`config.mk`:
```
export PLATFORM = sky130hd
export DESIGN_NAME = tmc_regs
export DESIGN_NICKNAME = d
export VERILOG_FILES = /design/src/rtl/tmc_pkg.sv /design/src/rtl/tmc_regs.sv /design/src/rtl/tmc_frac_div.sv
export SDC_FILE = /design/constraint.sdc
export NUM_CORES = 1
export LEC_CHECK = 0
export ABC_AREA = 1
export BUFFER_PORTS_ARGS = -buffer_cell sky130_fd_sc_hd__buf_4
export CAP_MARGIN = 20
export CORE_ASPECT_RATIO = 1.5
export CORE_MARGIN = 2
export CORE_UTILIZATION = 50
export DETAILED_ROUTE_END_ITERATION = 16
export PLACE_DENSITY_LB_ADDON = 0.3
export SYNTH_ARGS = -nofsm -noshare
export SYNTH_HDL_FRONTEND = slang
export SYNTH_SLANG_ARGS = --single-unit
```
`constraint.sdc`:
```
create_clock -name clk_sys_i -period 4.5 [get_ports clk_sys_i]
set_clock_uncertainty 0.2 [all_clocks]
set_input_delay 0.225 -clock clk_sys_i [delete_from_list [all_inputs] [get_ports clk_sys_i]]
set_output_delay 0.225 -clock clk_sys_i [all_outputs]
set_load 0.01 [all_outputs]
```
`src/rtl/tmc_pkg.sv`:
```
package tmc_pkg;

  // ----------------------------------------------------------------
  // Register indices (byte address is four times the index)
  // ----------------------------------------------------------------
  localparam logic [5:0] TMC_IDX_WORD_LOW = 6'h0A;
  localparam logic [5:0] TMC_IDX_CLOCKING = 6'h0B;
  localparam logic [5:0] TMC_IDX_OSC      = 6'h0C;
  localparam logic [5:0] TMC_IDX_MODEM    = 6'h0D;
  localparam logic [5:0] TMC_IDX_DEV      = 6'h0E;
  localparam logic [5:0] TMC_IDX_CARRIER  = 6'h1E;
  localparam logic [5:0] TMC_IDX_STATUS   = 6'h1F;

  // ----------------------------------------------------------------
  // Reset values
  // ----------------------------------------------------------------
  localparam logic [7:0] TMC_RST_WORD_LOW = 8'hF9;
  localparam logic [7:0] TMC_RST_CLOCKING = 8'h50;
  localparam logic [7:0] TMC_RST_OSC      = 8'h88;
  localparam logic [7:0] TMC_RST_MODEM    = 8'h00;
  localparam logic [7:0] TMC_RST_DEV      = 8'hE8;
  localparam logic [7:0] TMC_RST_CARRIER  = 8'h01;

  // ----------------------------------------------------------------
  // Field positions
  // ----------------------------------------------------------------
  localparam int TMC_WORD_LSB   = 1;
  localparam int TMC_DITHER_BIT = 0;
  localparam int TMC_REFDIV_LSB = 5;
  localparam int TMC_MDIV1_LSB  = 2;
  localparam int TMC_MDIV2_LSB  = 0;
  localparam int TMC_OSC_A_LSB  = 4;
  localparam int TMC_OSC_B_LSB  = 0;
  localparam int TMC_SCRAM_BIT  = 2;
  localparam int TMC_FMT_LSB    = 0;
  localparam int TMC_SHAPE_BIT  = 7;
  localparam int TMC_DEVX_LSB   = 4;
  localparam int TMC_DEVM_LSB   = 0;
  localparam int TMC_BAND_BIT   = 0;
  localparam int TMC_CSEL_BIT   = 1;

  // ----------------------------------------------------------------
  // Timing and coding constants
  // ----------------------------------------------------------------
  localparam logic [2:0] TMC_BAUD_LAST  = 3'h7;
  localparam logic [2:0] TMC_HALF_BAUD  = 3'h4;
  localparam logic [8:0] TMC_PN9_SEED   = 9'h1FF;
  localparam int         TMC_PN9_TAP_HI = 8;
  localparam int         TMC_PN9_TAP_LO = 4;
  localparam logic [2:0] TMC_REF_NOSUP  = 3'h0;
  localparam logic [2:0] TMC_REF_MIN    = 3'h1;

  typedef enum logic [1:0] {
    TMC_FMT_NRZ,
    TMC_FMT_MANCH,
    TMC_FMT_UART_LO,
    TMC_FMT_UART_HI
  } tmc_fmt_t;

  // First modem divider ratio, in half steps (2.5 becomes 5)
  function automatic logic [7:0] tmc_mdiv1_x2(input logic [2:0] code);
    case (code)
      3'h0:    tmc_mdiv1_x2 = 8'h05;
      3'h1:    tmc_mdiv1_x2 = 8'h06;
      3'h2:    tmc_mdiv1_x2 = 8'h08;
      3'h3:    tmc_mdiv1_x2 = 8'h0F;
      3'h4:    tmc_mdiv1_x2 = 8'h19;
      3'h5:    tmc_mdiv1_x2 = 8'h50;
      3'h6:    tmc_mdiv1_x2 = 8'h60;
      default: tmc_mdiv1_x2 = 8'h80;
    endcase
  endfunction

endpackage

```
`src/rtl/tmc_regs.sv`:
```
// Summary of operation
// - Low byte bits 7..1 hold second carrier word low seven bits, reset 124.
// - Low byte bit 0 enables second carrier dithering, resets to one.
// - Reference divisor code 1 divides by 2, 7 by 8; 0 unsupported; reset 2.
// - First modem divider codes 0..7 give 2.5,3,4,7.5,12.5,40,48,64; reset 4.
// - Second modem divider codes 0..3 give 1,2,4,8; reset 0.
// - Modem clock is reference divided by product of both modem dividers.
// - Symbol rate is modem clock divided by eight.
// - First oscillator bias code, sixteen rising steps, reset 8.
// - Second oscillator bias code, same steps, reset 8.
// - Scramble enable applies PN9 x^9+x^5+1 to transmit data in NRZ and Manchester formats, not UART; reset off.
// - Format 00 NRZ, 01 Manchester, 10/11 UART with data clock low/high.
// - Deviation bit 7 enables Gaussian shaping, resets to one.
// - Lower band deviation is reference times mantissa times 2^(exp-16).
// - Upper band deviation is reference times mantissa times 2^(exp-15).
// - Zero mantissa selects on-off keying instead of FSK.
// - Band choice zero selects lower band, one selects upper band.
//
// Implementation choice: register access over Avalon-MM.
module tmc_regs
  import tmc_pkg::*;
#(
  parameter int AW = 8
) (
  // Clock and reset
  input  wire logic        clk_sys_i,
  input  wire logic        reset_n_i,
  // Avalon-MM slave
  input  wire logic [AW-1:0] avs_address_i,
  input  wire logic        avs_read_i,
  input  wire logic        avs_write_i,
  input  wire logic [31:0] avs_writedata_i,
  input  wire logic [3:0]  avs_byteenable_i,
  output logic [31:0]      avs_readdata_o,
  output logic             avs_waitrequest_o,
  // First carrier settings held elsewhere
  input  wire logic [7:0]  first_clocking_i,
  input  wire logic        first_dither_en_i,
  // Modulator side
  input  wire logic        tx_data_i,
  output logic             tx_symbol_o,
  output logic             baud_tick_o,
  output logic             data_clock_out_o,
  output logic             shaping_en_o,
  output logic             ook_en_o,
  output logic [11:0]      dev_step_o,
  output logic             band_choice_o,
  // Synthesiser side
  output logic [3:0]       osc_core_bias_o,
  output logic             dither_en_o,
  output logic [6:0]       second_carrier_word_o
);

  // ----------------------------------------------------------------
  // Registers
  // ----------------------------------------------------------------
  logic [7:0] word_low_r;
  logic [7:0] clocking_r;
  logic [7:0] osc_r;
  logic [7:0] modem_r;
  logic [7:0] dev_r;
  logic [7:0] carrier_r;
  logic [7:0] status_r;

  logic [5:0] idx;
  logic       wr_en;
  logic [7:0] rd_nxt;

  assign idx   = avs_address_i[7:2];
  // Write lands on the edge where the master sees waitrequest low
  assign wr_en = avs_write_i && !avs_waitrequest_o && avs_byteenable_i[0];

  // ----------------------------------------------------------------
  // Bus handshake: one wait cycle per access
  // ----------------------------------------------------------------
  always_ff @(posedge clk_sys_i or negedge reset_n_i) begin
    if (!reset_n_i) begin
      avs_waitrequest_o <= 1'b1;
    end else begin
      avs_waitrequest_o <= !((avs_read_i || avs_write_i) &&
                             avs_waitrequest_o);
    end
  end

  always_comb begin
    case (idx)
      TMC_IDX_WORD_LOW: rd_nxt = word_low_r;
      TMC_IDX_CLOCKING: rd_nxt = clocking_r;
      TMC_IDX_OSC:      rd_nxt = osc_r;
      TMC_IDX_MODEM:    rd_nxt = modem_r;
      TMC_IDX_DEV:      rd_nxt = dev_r;
      TMC_IDX_CARRIER:  rd_nxt = carrier_r;
      TMC_IDX_STATUS:   rd_nxt = status_r;
      default:          rd_nxt = 8'h00;
    endcase
  end

  always_ff @(posedge clk_sys_i or negedge reset_n_i) begin
    if (!reset_n_i) begin
      avs_readdata_o <= 32'h0000_0000;
    end else if (avs_read_i && avs_waitrequest_o) begin
      avs_readdata_o <= {24'h00_0000, rd_nxt};
    end
  end

  always_ff @(posedge clk_sys_i or negedge reset_n_i) begin
    if (!reset_n_i) begin
      word_low_r <= TMC_RST_WORD_LOW;
      clocking_r <= TMC_RST_CLOCKING;
      osc_r      <= TMC_RST_OSC;
      modem_r    <= TMC_RST_MODEM;
      dev_r      <= TMC_RST_DEV;
      carrier_r  <= TMC_RST_CARRIER;
    end else if (wr_en) begin
      case (idx)
        TMC_IDX_WORD_LOW: word_low_r <= avs_writedata_i[7:0];
        TMC_IDX_CLOCKING: clocking_r <= avs_writedata_i[7:0];
        TMC_IDX_OSC:      osc_r      <= avs_writedata_i[7:0];
        TMC_IDX_MODEM:    modem_r    <= avs_writedata_i[7:0];
        TMC_IDX_DEV:      dev_r      <= avs_writedata_i[7:0];
        TMC_IDX_CARRIER:  carrier_r  <= avs_writedata_i[7:0];
        default:          carrier_r  <= carrier_r;
      endcase
    end
  end

  // ----------------------------------------------------------------
  // Carrier selection of active settings
  // ----------------------------------------------------------------
  logic       sel_second;
  logic [7:0] act_clocking;
  logic [2:0] ref_code;
  logic [2:0] mdiv1_code;
  logic [1:0] mdiv2_code;

  assign sel_second   = carrier_r[TMC_CSEL_BIT];
  // Only the second carrier's dividers live here
  assign act_clocking = sel_second ? clocking_r : first_clocking_i;
  assign ref_code     = act_clocking[TMC_REFDIV_LSB +: 3];
  assign mdiv1_code   = act_clocking[TMC_MDIV1_LSB +: 3];
  assign mdiv2_code   = act_clocking[TMC_MDIV2_LSB +: 2];

  always_ff @(posedge clk_sys_i or negedge reset_n_i) begin
    if (!reset_n_i) begin
      osc_core_bias_o       <= TMC_RST_OSC[TMC_OSC_A_LSB +: 4];
      dither_en_o           <= 1'b0;
      second_carrier_word_o <= TMC_RST_WORD_LOW[TMC_WORD_LSB +: 7];
    end else begin
      if (sel_second) begin
        osc_core_bias_o <= osc_r[TMC_OSC_B_LSB +: 4];
        dither_en_o     <= word_low_r[TMC_DITHER_BIT];
      end else begin
        osc_core_bias_o <= osc_r[TMC_OSC_A_LSB +: 4];
        dither_en_o     <= first_dither_en_i;
      end
      second_carrier_word_o <= word_low_r[TMC_WORD_LSB +: 7];
    end
  end

  // ----------------------------------------------------------------
  // Reference and modem clock dividers
  // ----------------------------------------------------------------
  logic [11:0] ref_limit;
  logic [11:0] mod_limit;
  logic        ref_tick;
  logic        mod_tick;
  logic [2:0]  eff_ref;

  // Unsupported code 0 runs as code 1 rather than stopping the modem
  assign eff_ref   = (ref_code == TMC_REF_NOSUP) ? TMC_REF_MIN : ref_code;
  assign ref_limit = 12'(eff_ref) + 12'h001;
  // Second divider is a power of two, so the product is a shift
  assign mod_limit = 12'(tmc_mdiv1_x2(mdiv1_code))
                     << mdiv2_code;

  tmc_frac_div #(
    .W (12)
  ) u_ref_div (
    .clk_sys_i (clk_sys_i),
    .reset_n_i (reset_n_i),
    .en_i      (1'b1),
    .step_i    (12'h001),
    .limit_i   (ref_limit),
    .tick_o    (ref_tick)
  );

  // Counts two per reference tick so ratios like 2.5 come out exact
  tmc_frac_div #(
    .W (12)
  ) u_mod_div (
    .clk_sys_i (clk_sys_i),
    .reset_n_i (reset_n_i),
    .en_i      (ref_tick),
    .step_i    (12'h002),
    .limit_i   (mod_limit),
    .tick_o    (mod_tick)
  );

  // ----------------------------------------------------------------
  // Symbol timing
  // ----------------------------------------------------------------
  logic [2:0] phase_r;
  logic       baud_nxt;

  assign baud_nxt = mod_tick && (phase_r == TMC_BAUD_LAST);

  always_ff @(posedge clk_sys_i or negedge reset_n_i) begin
    if (!reset_n_i) begin
      phase_r     <= 3'h0;
      baud_tick_o <= 1'b0;
    end else begin
      if (mod_tick) begin
        phase_r <= phase_r + 3'h1;
      end
      baud_tick_o <= baud_nxt;
    end
  end

  // ----------------------------------------------------------------
  // Scrambler and data format
  // ----------------------------------------------------------------
  logic [8:0] pn_r;
  logic       bit_r;
  logic       scram_en;
  tmc_fmt_t   fmt;

  assign scram_en = modem_r[TMC_SCRAM_BIT];
  assign fmt      = tmc_fmt_t'(modem_r[TMC_FMT_LSB +: 2]);

  always_ff @(posedge clk_sys_i or negedge reset_n_i) begin
    if (!reset_n_i) begin
      pn_r  <= TMC_PN9_SEED;
      bit_r <= 1'b0;
    end else if (!scram_en) begin
      // Reseed while off so each enabled run starts the same sequence
      pn_r <= TMC_PN9_SEED;
      if (baud_nxt) begin
        bit_r <= tx_data_i;
      end
    end else if (baud_nxt) begin
      pn_r  <= {pn_r[7:0],
                pn_r[TMC_PN9_TAP_HI] ^ pn_r[TMC_PN9_TAP_LO]};
      bit_r <= tx_data_i ^ pn_r[TMC_PN9_TAP_HI];
    end
  end

  always_ff @(posedge clk_sys_i or negedge reset_n_i) begin
    if (!reset_n_i) begin
      tx_symbol_o      <= 1'b0;
      data_clock_out_o <= 1'b0;
    end else begin
      case (fmt)
        TMC_FMT_NRZ: begin
          tx_symbol_o      <= bit_r;
          data_clock_out_o <= (phase_r >= TMC_HALF_BAUD);
        end
        TMC_FMT_MANCH: begin
          tx_symbol_o      <= bit_r ^ (phase_r >= TMC_HALF_BAUD);
          data_clock_out_o <= (phase_r >= TMC_HALF_BAUD);
        end
        TMC_FMT_UART_LO: begin
          tx_symbol_o      <= tx_data_i;
          data_clock_out_o <= 1'b0;
        end
        TMC_FMT_UART_HI: begin
          tx_symbol_o      <= tx_data_i;
          data_clock_out_o <= 1'b1;
        end
        default: begin
          tx_symbol_o      <= 1'b0;
          data_clock_out_o <= 1'b0;
        end
      endcase
    end
  end

  // ----------------------------------------------------------------
  // Deviation and keying
  // ----------------------------------------------------------------
  logic [3:0] dev_m;
  logic [2:0] dev_x;
  logic       band;

  assign dev_m = dev_r[TMC_DEVM_LSB +: 4];
  assign dev_x = dev_r[TMC_DEVX_LSB +: 3];
  assign band  = carrier_r[TMC_BAND_BIT];

  // Step is in units of reference/2^16; upper band doubles it
  always_ff @(posedge clk_sys_i or negedge reset_n_i) begin
    if (!reset_n_i) begin
      dev_step_o    <= 12'h000;
      ook_en_o      <= 1'b0;
      shaping_en_o  <= 1'b1;
      band_choice_o <= 1'b1;
    end else begin
      if (band) begin
        dev_step_o <= (12'(dev_m) << dev_x) << 1;
      end else begin
        dev_step_o <= 12'(dev_m) << dev_x;
      end
      ook_en_o      <= (dev_m == 4'h0);
      shaping_en_o  <= dev_r[TMC_SHAPE_BIT];
      band_choice_o <= band;
    end
  end

  // ----------------------------------------------------------------
  // Status
  // ----------------------------------------------------------------
  always_ff @(posedge clk_sys_i or negedge reset_n_i) begin
    if (!reset_n_i) begin
      status_r <= 8'h00;
    end else begin
      status_r <= {4'h0, tx_symbol_o, scram_en,
                   ref_code == TMC_REF_NOSUP, dev_m == 4'h0};
    end
  end

endmodule // tmc_regs

```
`src/rtl/tmc_frac_div.sv`:
```
module tmc_frac_div #(
  parameter int W = 12
) (
  // Clock and reset
  input  wire logic         clk_sys_i,
  input  wire logic         reset_n_i,
  // Rate control
  input  wire logic         en_i,
  input  wire logic [W-1:0] step_i,
  input  wire logic [W-1:0] limit_i,
  // Output tick
  output logic              tick_o
);

  logic [W-1:0] acc_r;
  logic [W:0]   sum;

  // Accumulate in fractional units so half-step ratios keep average rate
  assign sum = {1'b0, acc_r} + {1'b0, step_i};

  always_ff @(posedge clk_sys_i or negedge reset_n_i) begin
    if (!reset_n_i) begin
      acc_r  <= '0;
      tick_o <= 1'b0;
    end else if (!en_i) begin
      tick_o <= 1'b0;
    end else if (sum >= {1'b0, limit_i}) begin
      // A remainder left over from a longer limit restarts the count,
      // otherwise a rate change would burst ticks until it drained
      acc_r  <= (acc_r >= limit_i) ? '0 : W'(sum - {1'b0, limit_i});
      tick_o <= 1'b1;
    end else begin
      acc_r  <= sum[W-1:0];
      tick_o <= 1'b0;
    end
  end

endmodule // tmc_frac_div

```
==> run summary <==
The clock transition time at the flip-flop clock pins of the worst setup and hold paths came out at ~0.070 ns. After detailed routing, the number of vias per cell comes to 5.12. The classification of the worst setup path is flop to flop. The initial antenna violation count is 0. The post-layout net count came out at between 1,000 and 1,500. The critical path data required time came out at about 4.6 ns.

Across every metal layer, demand over resource in global routing totals 24.3%. The worst-skew pair later-pin latency is 0.42 ns. Entering global routing, the biggest net connects 99 pins.

From synthesis to final layout, the design area changed by 16.7%. The maximum fanout encountered on the critical timing path came out at 11. The post-place setup slack is between 0.5 and 0.6 ns. The horizontal die dimension came out at 106 um. Power spread over the standard cell area amounts to 525 nW/um2. Setup repair after global routing left no endpoint under its margin. The accumulated negative setup slack came out at 0 ns. The clock period minus worst slack is 3.96 ns. The sum of overflow across all layers after global routing is 0. The non-filler instance count after layout is 1,327. The remaining antenna violation count after routing is 0. Each instance of the synthesized netlist takes up on average 7.50 um2. On the worst path, the slowest cell contributes a delay of 0.41 ns. The routed length per placed instance came out at 14.4 um. The worst path buffer plus inverter count is 2.

The H-tree was split into 4 levels. The count of final setup violators came out at 0. Summing every instance area after synthesis gives 7770 um2. The worst-case headroom to the max-slew limit is 41.1%. The number of maximum-capacitance constraint violations is 0. The largest vdd supply drop is 0.362 mV. The placed cell count came out at 1,285. The I/O pin count came out at 121. The vertical extent of the die is 157 um.

The number of global-route vias before repair came out at 6,565. STA classifies the critical path endpoint as a flop. The clock net sink count is 129. Input and output buffers added on the ports amount to 67. The number of buffers created by CTS came out at 17. The flow ran to the end, and the final reports show no timing, DRC or antenna violations. Clock tree synthesis selected as its root buffer the cell clkbuf_16. Among all flip-flop cells after synthesis, the most frequent one is dfrtp_1. The internal reg-to-reg setup slack is 0.54 ns. Detailed placement finished with a half-perimeter wire length of between 10,000 and 15,000 um.

For this block, the via count after detailed routing is 6,797. The final layout contains routed wiring with a total length of 19,000 um. The dominant cell type by count on the critical path is nand2_1. The number of enable flip-flop cells after synthesis is 0.

The number of instances in the synthesized netlist came out at 1,036. For this run, asynchronously set or reset flops after synthesis account for 100%. The warning count from the yosys run is 0.

The number of slew-limit violations in the final report is 0. The area of the die is 16,600 um2. The worst hold path class is input port to flop. The number of synthesized register bits came out at 129. The number of remaining DRC errors is 0. The first detailed-routing pass took 5 iterations.

Cells with a size suffix above 1 make up 14.5% of the layout. The cell family contributing the most delay on the critical path is simple AND/OR/NAND/NOR gates. The synthesized netlist contains 48 unique library cells. Based on the critical path, the design can be clocked at up to 252 MHz. The final clock period utilization by the worst path came out at 88.1%. The global placement routability congestion is 0.896.

Data arrives at the worst endpoint at 4.07 ns. The area of the core came out at approximately 15,000 um2. The iteration-0 DRC count of the detailed router came out at 364. Traced cell by cell, the critical path runs through inv_1 -> or2_0 -> o21ai_0 -> nand2_1 -> o21ai_0 -> nand2_1 -> o21ai_0 -> nand2_1 -> o21ai_0 -> ha_1 -> nand2_1 -> nor2_1 -> nand3_1 -> nand3_1 -> nand2_1 -> nand2_1 -> clkinv_1 -> o21ai_0 -> nand2_1.

The hold violation total from the final report came out at 0. The global-route wire length before repair came out at 31,600 um. The starting utilization of the core area came out at 51.3%. The least setup slack across all paths after layout is 0.537 ns. The leakage dissipation is between 4 and 5 nW. TritonCTS built the clock tree. The proportion of synthesized chip area in sequential cells is 42.1%. The worst setup path is launched from a flop. The placement row count is 55. The antenna diode instance count is 0.

At the pin with the least slew margin, the transition time is 0.884 ns. In this run the deepest clock path goes through 2 buffers. For this design, the slowest cell found on the critical path is ha_1.
path summary, 6_finish.rpt:
path,startpoint,end,depth (start not counted)
min in group asynchronous,reset_n_i,u_ref_div.acc_r[6]$_DFF_PN0_,2
max in group asynchronous,reset_n_i,osc_r[3]$_DFFE_PN1P_,3
hold / removal,avs_writedata_i[1],osc_r[1]$_DFFE_PN0P_,3
hold reg to reg,word_low_r[5]$_DFFE_PN1P_,second_carrier_word_o[4]$_DFF_PN1_,0
setup / recovery,carrier_r[1]$_DFFE_PN0P_,u_mod_div.acc_r[0]$_DFFE_PN0P_,19
setup reg to reg,carrier_r[1]$_DFFE_PN0P_,u_mod_div.acc_r[0]$_DFFE_PN0P_,19
stage by stage:
stage | power [mW] | utilization [%] | hold WS, ns | instance area, um2
2_1_floorplan | 2.92 | - | -0.271 | 7860
4_1_cts | 4.78 | 59.9 | 0.00680 | 9070
3_5_place_dp | 3.38 | 55.4 | 0.167 | 8380
3_3_place_gp | 3.35 | 55.4 | 0.168 | 8380
6_report | 4.76 | 59.9 | 0.00677 | 9070
5_1_grt | 5.14 | 59.9 | 0.0101 | 9070
timing repair:
item,in CTS,in global routing
hold buffers,10,0
buffers inserted,0,0
hold endpoints to repair,87,0
resized for setup,0,0
logic make-up (layout without fill, tap and decap cells):
| family | after synthesis | after routing | synth area share [%] |
|---|---|---|---|
| buffers and inverters | 161 | 230 | 9.08 |
| and+or+nand+nor | 518 | 518 | 28.4 |
| adders and majority gates | 37 | 37 | 6.15 |
| DFF | 129 | 129 | 42.1 |
| muxes | 3 | 3 | 0.402 |
| xor gates and xnor gates | 22 | 22 | 2.48 |
| AOI/OAI and AO/OA | 165 | 165 | 11.4 |
| other | 1 | 24 | 0.0482 |
worst register-to-register path, delay by kind of cell (launching register included):
| kind | cells | cell delay, ns |
|---|---|---|
| AND/OR/NAND/NOR | 11 | 1.41 |
| AO/OA/AOI/OAI | 5 | 0.84 |
| flip-flops | 1 | 0.37 |
| adder cells (fa/ha/maj) | 1 | 0.42 |
| buffers and inverters | 2 | 0.63 |
cell usage after synthesis (3+ instances only):
master / n / area [um2]
o22ai_1: 6 / 37.5
buf_2: 3 / 15.0
o21ai_1: 5 / 25.0
a22oi_1: 5 / 37.5
nand2_2: 3 / 18.8
nand3_1: 52 / 260
nor2_4: 4 / 45.0
o211ai_1: 3 / 22.5
clkinv_1: 3 / 11.3
nor2_2: 4 / 25.0
nor3_1: 15 / 75.1
ha_1: 35 / 438
xor2_1: 13 / 114
o21ai_0: 112 / 561
inv_2: 6 / 22.5
dfrtp_1: 96 / 2400
buf_4: 24 / 180
inv_1: 107 / 402
nand2_1: 338 / 1270
nor2_1: 76 / 285
dfstp_2: 33 / 867
a21oi_1: 21 / 105
xnor2_1: 9 / 78.8
a31oi_1: 5 / 31.3
nand4_1: 13 / 81.3
clkbuf_1: 17 / 63.8
where the power goes:
group / leakage (nW) / switching (mW) / total, mW / internal (mW)
clock network: 0.289 / 0.589 / 1.38 / 0.788
registers: 1.63 / 0.209 / 1.54 / 1.33
logic: 2.70 / 1.17 / 1.84 / 0.677
per-layer routing:
metal / global-route usage (%) / part of all wire (%)
met1: 28.8 / 40
met2: 42.6 / 52
met3: 4.04 / 4.2
met4: 11.6 / 3.5
met5: 0 / 0
layout make-up:
| class | count | area [um2] |
|---|---|---|
| Fill cell | 1416 | 6070 |
| Multi-Input combinational cell | 769 | 3880 |
| Sequential cell | 129 | 3270 |
| Timing Repair Buffer | 82 | 644 |
| Inverter | 116 | 435 |
| Clock buffer | 17 | 425 |
| Tap cell | 199 | 249 |
| Clock inverter | 15 | 163 |
registers in the layout, indices dropped and copies added (netlist names), 8 cells and up:
register	cells
u_ref_div.acc_r	12
avs_readdata_o	8
dev_step_o	12
u_mod_div.acc_r	12
word_low_r	8
pn_r	9
clocking_r	8
osc_r	8
carrier_r	8
modem_r	8
dev_r	8
cell usage in the layout (no fill, tap or decap), types with 9 or more instances in the layout:
cell type      count
nand2_1          338
o21ai_0          112
inv_1            107
dfrtp_1           96
nor2_1            76
buf_4             71
nand3_1           52
ha_1              35
dfstp_2           33
conb_1            24
a21oi_1           21
clkbuf_16         17
nor3_1            15
xor2_1            13
nand4_1           13
dlygate4sd3_1     10
xnor2_1            9
Power figures use the tool's default switching activity.
